File: src/pkg/seb_pkg.sv
// Shared constants and types of the serial EEPROM bus front end
package seb_pkg;

    // System clock rate in MHz
    localparam int SEB_CLK_MHZ = 100;

    // Longest internal program cycle, in ms, normal and high supply range
    localparam int SEB_T_WR_MS = 10;
    localparam int SEB_T_WR_FAST_MS = 5;

    // Longest time converted exactly to whole cycles: ms times 1000 times MHz
    localparam int SEB_WR_CYC = SEB_T_WR_MS * 1000 * SEB_CLK_MHZ;
    localparam int SEB_WR_FAST_CYC = SEB_T_WR_FAST_MS * 1000 * SEB_CLK_MHZ;

    // Width of the program cycle counter
    localparam int SEB_CNT_W = 20;

    // Fixed upper five bits of the target address
    localparam logic [4:0] SEB_DEV_TYPE = 5'h14;

    // Bit counter value of the last bit in a byte
    localparam logic [2:0] SEB_LAST_BIT = 3'h7;

    // Number of memory address bytes after the target address
    localparam logic [1:0] SEB_NUM_ADDR_BYTES = 2'h2;

    // Direction bit values
    localparam logic SEB_DIR_READ = 1'b1;

    // Link state machine
    typedef enum logic [3:0] {
        SEB_IDLE = 4'h0,
        SEB_ADDR = 4'h1,
        SEB_ACK = 4'h2,
        SEB_WRITE = 4'h3,
        SEB_TX = 4'h4,
        SEB_MACK = 4'h5,
        SEB_WAIT = 4'h6,
        SEB_PROG = 4'h7
    } seb_state_t;

    // Received byte towards the memory side
    typedef struct packed {
        logic valid;
        logic mem_addr;
        logic [7:0] data;
    } seb_rx_t;

    // Reset value of the received byte carrier
    localparam seb_rx_t SEB_RX_RST = '{valid: 1'b0, mem_addr: 1'b0, data: 8'h00};

endpackage

File: src/hw/seb_sync.sv
// Two flip-flop synchroniser for pins entering the system clock domain
`timescale 1ns/1ns
module seb_sync #(
    parameter int W = 1
) (
    // Clock and reset
    input wire logic clk_sys_i,
    input wire logic reset_i,
    // Asynchronous inputs and their synchronised copies
    input wire logic [W-1:0] async_i,
    output logic [W-1:0] sync_o
);

    logic [W-1:0] meta_r;

    // First stage feeds only the second stage
    always_ff @(posedge clk_sys_i) begin
        if (reset_i) begin
            meta_r <= '0;
            sync_o <= '0;
        end else begin
            meta_r <= async_i;
            sync_o <= meta_r;
        end
    end

endmodule

File: src/hw/seb_top.sv
// Bus front end of a serial EEPROM acting as an I2C target
`timescale 1ns/1ns
module seb_top
    import seb_pkg::*;
#(
    parameter int WR_CYC = SEB_WR_CYC,
    parameter int WR_FAST_CYC = SEB_WR_FAST_CYC
) (
    // Clock and reset
    input wire logic clk_sys_i,
    input wire logic reset_i,
    // I2C pins, SDA split into in, out and enable
    input wire logic scl_i,
    input wire logic sda_i,
    output logic sda_o,
    output logic sda_oe_o,
    // Strap and protect pins
    input wire logic device_select_bit0_i,
    input wire logic device_select_bit1_i,
    input wire logic write_protect_i,
    input wire logic fast_supply_i,
    // Memory side
    output seb_rx_t rx_o,
    input wire logic [7:0] rd_data_i,
    output logic rd_next_o,
    output logic prog_start_o,
    output logic busy_o
);

    ////////////////////////////////////////////////////////////////////////
    // Pin synchronisation and condition detection

    logic [4:0] pins_s;
    logic scl_s;
    logic sda_s;
    logic sel0_s;
    logic sel1_s;
    logic wp_s;
    logic fast_s;
    logic scl_q_r;
    logic sda_q_r;
    logic scl_rise;
    logic scl_fall;
    logic start_det;
    logic stop_det;
    logic addr_match;

    seb_sync #(
        .W(5)
    ) u_sync (
        .clk_sys_i(clk_sys_i),
        .reset_i(reset_i),
        .async_i({fast_supply_i, write_protect_i, device_select_bit1_i,
                  device_select_bit0_i, sda_i}),
        .sync_o(pins_s)
    );

    // Separate synchroniser of the same depth keeps SCL aligned with SDA
    logic scl_s_w;
    seb_sync #(
        .W(1)
    ) u_sync_scl (
        .clk_sys_i(clk_sys_i),
        .reset_i(reset_i),
        .async_i(scl_i),
        .sync_o(scl_s_w)
    );

    assign scl_s = scl_s_w;
    assign sda_s = pins_s[0];
    assign sel0_s = pins_s[1];
    assign sel1_s = pins_s[2];
    assign wp_s = pins_s[3];
    assign fast_s = pins_s[4];

    // Previous sampled levels for edge finding
    always_ff @(posedge clk_sys_i) begin
        if (reset_i) begin
            scl_q_r <= 1'b0;
            sda_q_r <= 1'b0;
        end else begin
            scl_q_r <= scl_s;
            sda_q_r <= sda_s;
        end
    end

    assign scl_rise = scl_s && !scl_q_r;
    assign scl_fall = !scl_s && scl_q_r;
    // START detect; SDA moves under SCL high
    assign start_det = scl_s && scl_q_r && sda_q_r && !sda_s;
    assign stop_det = scl_s && scl_q_r && !sda_q_r && sda_s;

    ////////////////////////////////////////////////////////////////////////
    // Link state machine

    seb_state_t state_r;
    logic [7:0] shreg_r;
    logic [2:0] bit_cnt_r;
    logic byte_done_r;
    logic rw_r;
    logic mack_r;
    logic wr_pend_r;
    logic [1:0] byte_idx_r;
    logic [SEB_CNT_W-1:0] prog_cnt_r;

    assign addr_match = (shreg_r[7:3] == SEB_DEV_TYPE) &&
                        (shreg_r[2:1] == {sel1_s, sel0_s});

    // follows controller clock and conditions only outside SEB_PROG
    always_ff @(posedge clk_sys_i) begin
        if (reset_i) begin
            state_r <= SEB_IDLE;
            shreg_r <= 8'h00;
            bit_cnt_r <= 3'h0;
            byte_done_r <= 1'b0;
            rw_r <= 1'b0;
            mack_r <= 1'b0;
            wr_pend_r <= 1'b0;
            byte_idx_r <= 2'h0;
            sda_oe_o <= 1'b0;
            rx_o <= SEB_RX_RST;
            rd_next_o <= 1'b0;
            prog_start_o <= 1'b0;
            busy_o <= 1'b0;
            prog_cnt_r <= '0;
        end else begin
            rx_o.valid <= 1'b0;
            rd_next_o <= 1'b0;
            prog_start_o <= 1'b0;
            if (state_r == SEB_PROG) begin
                // bus ignored and SDA released while programming
                sda_oe_o <= 1'b0;
                if (prog_cnt_r == '0) begin
                    state_r <= SEB_IDLE;
                    busy_o <= 1'b0;
                end else begin
                    prog_cnt_r <= prog_cnt_r - 1'b1;
                end
            end else if (start_det) begin
                // START opens address phase from any state but SEB_PROG
                state_r <= SEB_ADDR;
                bit_cnt_r <= 3'h0;
                byte_done_r <= 1'b0;
                byte_idx_r <= 2'h0;
                sda_oe_o <= 1'b0;
            end else if (stop_det) begin
                sda_oe_o <= 1'b0;
                byte_done_r <= 1'b0;
                wr_pend_r <= 1'b0;
                if (wr_pend_r) begin
                    // STOP ending a write launches programming
                    state_r <= SEB_PROG;
                    prog_start_o <= 1'b1;
                    busy_o <= 1'b1;
                    prog_cnt_r <= fast_s ? SEB_CNT_W'(WR_FAST_CYC - 1) :
                                           SEB_CNT_W'(WR_CYC - 1);
                end else begin
                    state_r <= SEB_IDLE;
                end
            end else begin
                case (state_r)
                    SEB_ADDR, SEB_WRITE: begin
                        if (scl_rise) begin
                            shreg_r <= {shreg_r[6:0], sda_s};
                            bit_cnt_r <= bit_cnt_r + 3'h1;
                            if (bit_cnt_r == SEB_LAST_BIT) begin
                                byte_done_r <= 1'b1;
                            end
                        end else if (scl_fall && byte_done_r) begin
                            byte_done_r <= 1'b0;
                            if (state_r == SEB_ADDR) begin
                                if (addr_match) begin
                                    // ack own address on ninth clock
                                    state_r <= SEB_ACK;
                                    sda_oe_o <= 1'b1;
                                    rw_r <= (shreg_r[0] == SEB_DIR_READ);
                                end else begin
                                    // not ours, wait for next START
                                    state_r <= SEB_IDLE;
                                end
                            end else if (byte_idx_r < SEB_NUM_ADDR_BYTES) begin
                                state_r <= SEB_ACK;
                                sda_oe_o <= 1'b1;
                                byte_idx_r <= byte_idx_r + 2'h1;
                                rx_o <= '{valid: 1'b1, mem_addr: 1'b1, data: shreg_r};
                            end else if (wp_s) begin
                                // nack first data byte, no programming
                                state_r <= SEB_WAIT;
                            end else begin
                                state_r <= SEB_ACK;
                                sda_oe_o <= 1'b1;
                                wr_pend_r <= 1'b1;
                                rx_o <= '{valid: 1'b1, mem_addr: 1'b0, data: shreg_r};
                            end
                        end
                    end
                    SEB_ACK: begin
                        // Ack ends at the falling edge of the ninth clock
                        if (scl_fall) begin
                            bit_cnt_r <= 3'h0;
                            if (rw_r) begin
                                state_r <= SEB_TX;
                                shreg_r <= rd_data_i;
                                // drive only for a zero bit
                                sda_oe_o <= !rd_data_i[7];
                            end else begin
                                state_r <= SEB_WRITE;
                                sda_oe_o <= 1'b0;
                            end
                        end
                    end
                    SEB_TX: begin
                        if (scl_rise) begin
                            bit_cnt_r <= bit_cnt_r + 3'h1;
                            if (bit_cnt_r == SEB_LAST_BIT) begin
                                byte_done_r <= 1'b1;
                            end
                        end else if (scl_fall) begin
                            if (byte_done_r) begin
                                // Release for the controller acknowledge
                                byte_done_r <= 1'b0;
                                sda_oe_o <= 1'b0;
                                state_r <= SEB_MACK;
                            end else begin
                                // next bit changes on falling clock
                                shreg_r <= {shreg_r[6:0], 1'b0};
                                sda_oe_o <= !shreg_r[6];
                            end
                        end
                    end
                    SEB_MACK: begin
                        // controller acks our byte on ninth clock
                        if (scl_rise) begin
                            mack_r <= !sda_s;
                            rd_next_o <= !sda_s;
                        end else if (scl_fall) begin
                            bit_cnt_r <= 3'h0;
                            if (mack_r) begin
                                state_r <= SEB_TX;
                                shreg_r <= rd_data_i;
                                sda_oe_o <= !rd_data_i[7];
                            end else begin
                                state_r <= SEB_WAIT;
                            end
                        end
                    end
                    SEB_IDLE, SEB_WAIT: begin
                        // nothing but a START or STOP matters here
                        sda_oe_o <= 1'b0;
                    end
                    default: begin
                        state_r <= SEB_IDLE;
                        sda_oe_o <= 1'b0;
                    end
                endcase
            end
        end
    end

    // output value is always low, only the enable moves
    always_ff @(posedge clk_sys_i) begin
        sda_o <= 1'b0;
    end

    // Helper: cycles spent busy, checked against the longest time
    logic [SEB_CNT_W-1:0] busy_len_r;
    always_ff @(posedge clk_sys_i) begin
        if (reset_i || !busy_o) begin
            busy_len_r <= '0;
        end else begin
            busy_len_r <= busy_len_r + 1'b1;
        end
    end
endmodule

File: config.mk
export PLATFORM = sky130hd
export DESIGN_NAME = seb_top
export DESIGN_NICKNAME = d
export VERILOG_FILES = /design/src/pkg/seb_pkg.sv /design/src/hw/seb_sync.sv /design/src/hw/seb_top.sv
export SDC_FILE = /design/constraint.sdc
export NUM_CORES = 1
export LEC_CHECK = 0
export ABC_AREA = 1
export BUFFER_PORTS_ARGS = -buffer_cell sky130_fd_sc_hd__buf_2
export CAP_MARGIN = 10
export CORE_ASPECT_RATIO = 0.5
export CORE_UTILIZATION = 59
export CTS_CLUSTER_SIZE = 25
export DETAILED_ROUTE_END_ITERATION = 12
export PLACE_DENSITY = 0.9
export SYNTH_ARGS = -nofsm -noshare
export SYNTH_HDL_FRONTEND = slang
export SYNTH_SLANG_ARGS = --single-unit
File: constraint.sdc
create_clock -name clk_sys_i -period 2 [get_ports clk_sys_i]
set_input_delay 0.2 -clock clk_sys_i [delete_from_list [all_inputs] [get_ports clk_sys_i]]
set_output_delay 0.2 -clock clk_sys_i [all_outputs]
set_load 0.05 [all_outputs]
==> results.py <==
metrics = {
    "power_and_ir_drop": {
        "pwr-share-clk_pct": 52.1,
        "p_comb_share_pct": 2.6,
        "switching_share_pct": 22.2,
        "leakage_uw": 0.00203,
        "vdd_drop_max_uv": 630,
        "p_int_uw": 2360,
        "p_sw_uw": 674,
        "seq_power_share_pct": 45.3,
        "powerDensity_nw_per_um2": 735,
    },
    "sta": {
        "holdWs_ps": 65.8,
        "slew_violations": 0,
        "fin_ws_ps": 92.3,
        "max_freq_mhz": 524,
        "fin_crit_sh_pct": 95.4,
        "final.setup.tns_ps": 0,
        "hold_viol": 0,
        "min_period_ps": 1910,
        "setup_viol": 0,
        "finClkSkew_ps": 6.22,
    },
    "route": {
        "vias_per_cell": 5.49,
        "drc": 0,
        "postRouteAntennaNets": 0,
        "drt_pass1_iterations": 7,
        "avgRoutedWirePerCell_um": 13.1,
        "finalWirelength_um": 8520,
        "route.vias.total": 3577,
        "initialDrtViolationCount": 281,
    },
    "synth": {
        "syn-num-nets": 562,
        "ys_warn_count": 0,
        "ys_ff_latch": 68,
        "synthCells": 539,
        "ys_seq_area_share_pct": 38.2,
        "yosysTopAreaCellShare_pct": 38.2,
        "yosysTopAreaCell": "dfxtp_1",
        "avgSynthCellArea_um2": 6.61,
        "synthTopCellsByArea": "dfxtp_1 (38%), nand2_1 (12%), nor2_1 (11%)",
        "synth_cell_types": 39,
        "syn_area_um2": 3560,
    },
    "worst_setup_path": {
        "cp_max_fo": 15,
        "critical_path_class": "register to register",
        "worstPathRequired_ps": 2210,
        "critPathMaxStageDelay_ps": 350,
        "crit_path_start": "u_sync_scl.sync_o",
        "reg2reg_from": "u_sync_scl.sync_o",
        "cp-end-kind": "register",
        "crit_slowest_cell": "dfxtp_1",
        "worstPathCellList": "ha_1 > nand3_1 > nor2_1 > nand2_4 > inv_2 > a21oi_4 > buf_12 > a21oi_1 > a21oi_1",
        "cp-start-kind": "register",
        "arrival_ps": 2120,
        "path_common_cell": "a21oi_1",
    },
    "cells_and_area": {
        "drive_above_1_share_pct": 14.2,
        "final_nets": 596,
        "syn2layout_area_growth_pct": 16.0,
        "antennaDiodeCount": 0,
    },
    "placed_design": {
        "io_buffers": 29,
        "place.gp.congestion": 0.943,
        "place_ws_ps": 30.0,
        "detailed_place_hpwl_um": 5710,
    },
    "clocking": {
        "holdBufCountCts": 0,
        "clk_pin_slew_ps": 60,
        "root_buffer": "clkbuf_16",
        "cts_buffers": 9,
        "htree_levels": 3,
        "cts_tree": "done",
        "clkLatencyLatePin_ps": 340,
        "clock_path_buffers": 2,
        "clock-sinks": 68,
    },
    "flow_run": {
        "drv_cap": 0,
    },
    "floorplanning": {
        "fp-row-count": 19,
        "start_util_pct": 63.0,
        "die_x_um": 112,
        "coreArea_um2": 5660,
        "ios": 31,
        "die_area_um2": 6370,
        "die_h_um": 56.9,
    },
    "grt": {
        "grtUsageTotal_pct": 27.8,
        "grt_pass1_vias": 3118,
        "antenna_found_initial": 0,
        "grt_max_degree": 36,
        "grt_pass1_wl_um": 14000,
        "overflow": 0,
    },
    "hold_path": {
        "min_from": "write_protect_i",
        "hold_path_class": "primary input to register",
    },
    "run_status": {
        "outcome": "finished, final reports clean",
    },
}
==> cell usage after synthesis <==
library cell	number
a21oi_4	1
o21ai_1	14
a32o_1	1
o31ai_1	1
xor2_1	5
buf_1	2
nor4_4	1
nor3_1	2
nand4_1	9
o21bai_1	2
a21oi_1	29
o2111ai_1	1
buf_6	1
nand2_1	113
nand3b_4	1
nand3_1	43
nor3b_1	1
inv_2	9
inv_1	59
nand2_4	1
nand2_2	2
buf_4	3
buf_2	3
dfxtp_1	68
nand3_2	3
nor3_2	1
o211ai_1	2
a211oi_1	1
o21ai_0	27
conb_1	1
ha_1	7
nand3b_1	1
nor2_1	106
nor2_2	2
clkbuf_1	7
xnor2_1	1
o22ai_1	1
o21ai_2	1
a31oi_1	6
==> kinds of logic (layout without fill, tap and decap cells) <==
logic type	Yosys count	in the layout	share of synthesized area, %
buf+inv	84	123	9.48
other cells	1	1	0.105
compound gates	87	87	13.6
simple gates	286	286	34.7
fa+ha+maj	7	7	2.46
flops	68	68	38.2
xor+xnor	6	6	1.48
==> per-layer routing <==
layer  wire [µm]  vias up  GRT usage [%]
met4         155        0           12.5
met3         495       21           6.70
met2        3970      119           46.6
met5           0        -              0
li1            -     1793              -
met1        3900     1644           34.8
==> state kept, by name, indices dropped and copies added (netlist names), 2 cells and up <==
| signal | count |
|---|---|
| rx_o | 10 |
| u_sync.meta_r | 5 |
| shreg_r | 8 |
| prog_cnt_r | 20 |
| u_sync.sync_o | 5 |
| bit_cnt_r | 3 |
| state_r | 3 |
| byte_idx_r | 2 |
==> layout make-up <==
type | instances | area [µm²]
sequential | 68 | 1360
inverter | 68 | 255
clock inverter | 7 | 77.6
timing repair buffer | 39 | 233
multi-input combinational | 387 | 1890
tap | 73 | 91.3
fill | 449 | 1530
clock buffer | 9 | 225
==> what timing repair did <==
item                                    4_1_cts  5_1_grt
gates resized for setup                       1        6
pin swaps                                     1        1
endpoints found under the setup margin        1       26
hold endpoints to repair                      0        0
buffers inserted                              1        2
==> critical path: cells and delay by family (launching register included) <==
kind | cells | cell delay, ps
simple gates | 3 | 640
compound gates | 3 | 340
buf+inv | 2 | 260
flops | 1 | 350
fa+ha+maj | 1 | 180
==> placed cells by master (no fill, tap or decap), types with 6 or more instances in the layout <==
| cell type | instances |
|---|---|
| nand2_1 | 111 |
| buf_4 | 9 |
| nand4_1 | 9 |
| inv_2 | 9 |
| o21ai_1 | 14 |
| clkbuf_16 | 9 |
| a31oi_1 | 6 |
| nor2_1 | 104 |
| a21oi_1 | 29 |
| o21ai_0 | 27 |
| inv_1 | 59 |
| ha_1 | 6 |
| nand3_1 | 43 |
| buf_2 | 29 |
| dfxtp_1 | 68 |
==> metrics by stage <==
step                      total power, µW  utilization (%)  cells  area (µm²)
after floorplan                      1450                -    539        3560
after global placement               1480             66.6    632        3770
after detailed placement             1480             66.6    632        3770
after CTS                            3060             72.1    649        4080
after global routing                 3140             73.0    651        4130
final                                3040             73.0    651        4130
==> power groups by stage <==
stage	Combinational [µW]	Sequential, µW	Clock [µW]
after floorplan	52.4	1400	0
after global placement	78.5	1400	0
after detailed placement	78.3	1400	0
after CTS	79.7	1370	1610
after global routing	89.6	1380	1680
final	80.1	1370	1580
==> path summary, 6_finish.rpt <==
path	endpoint	slack (ps)	cells after the start
max	prog_cnt_r[19]	90	9
min	u_sync.meta_r[3]	70	3
max reg2reg	prog_cnt_r[19]	90	9
min reg2reg	u_sync.sync_o[4]	400	2
Power figures use the tool's default switching activity.
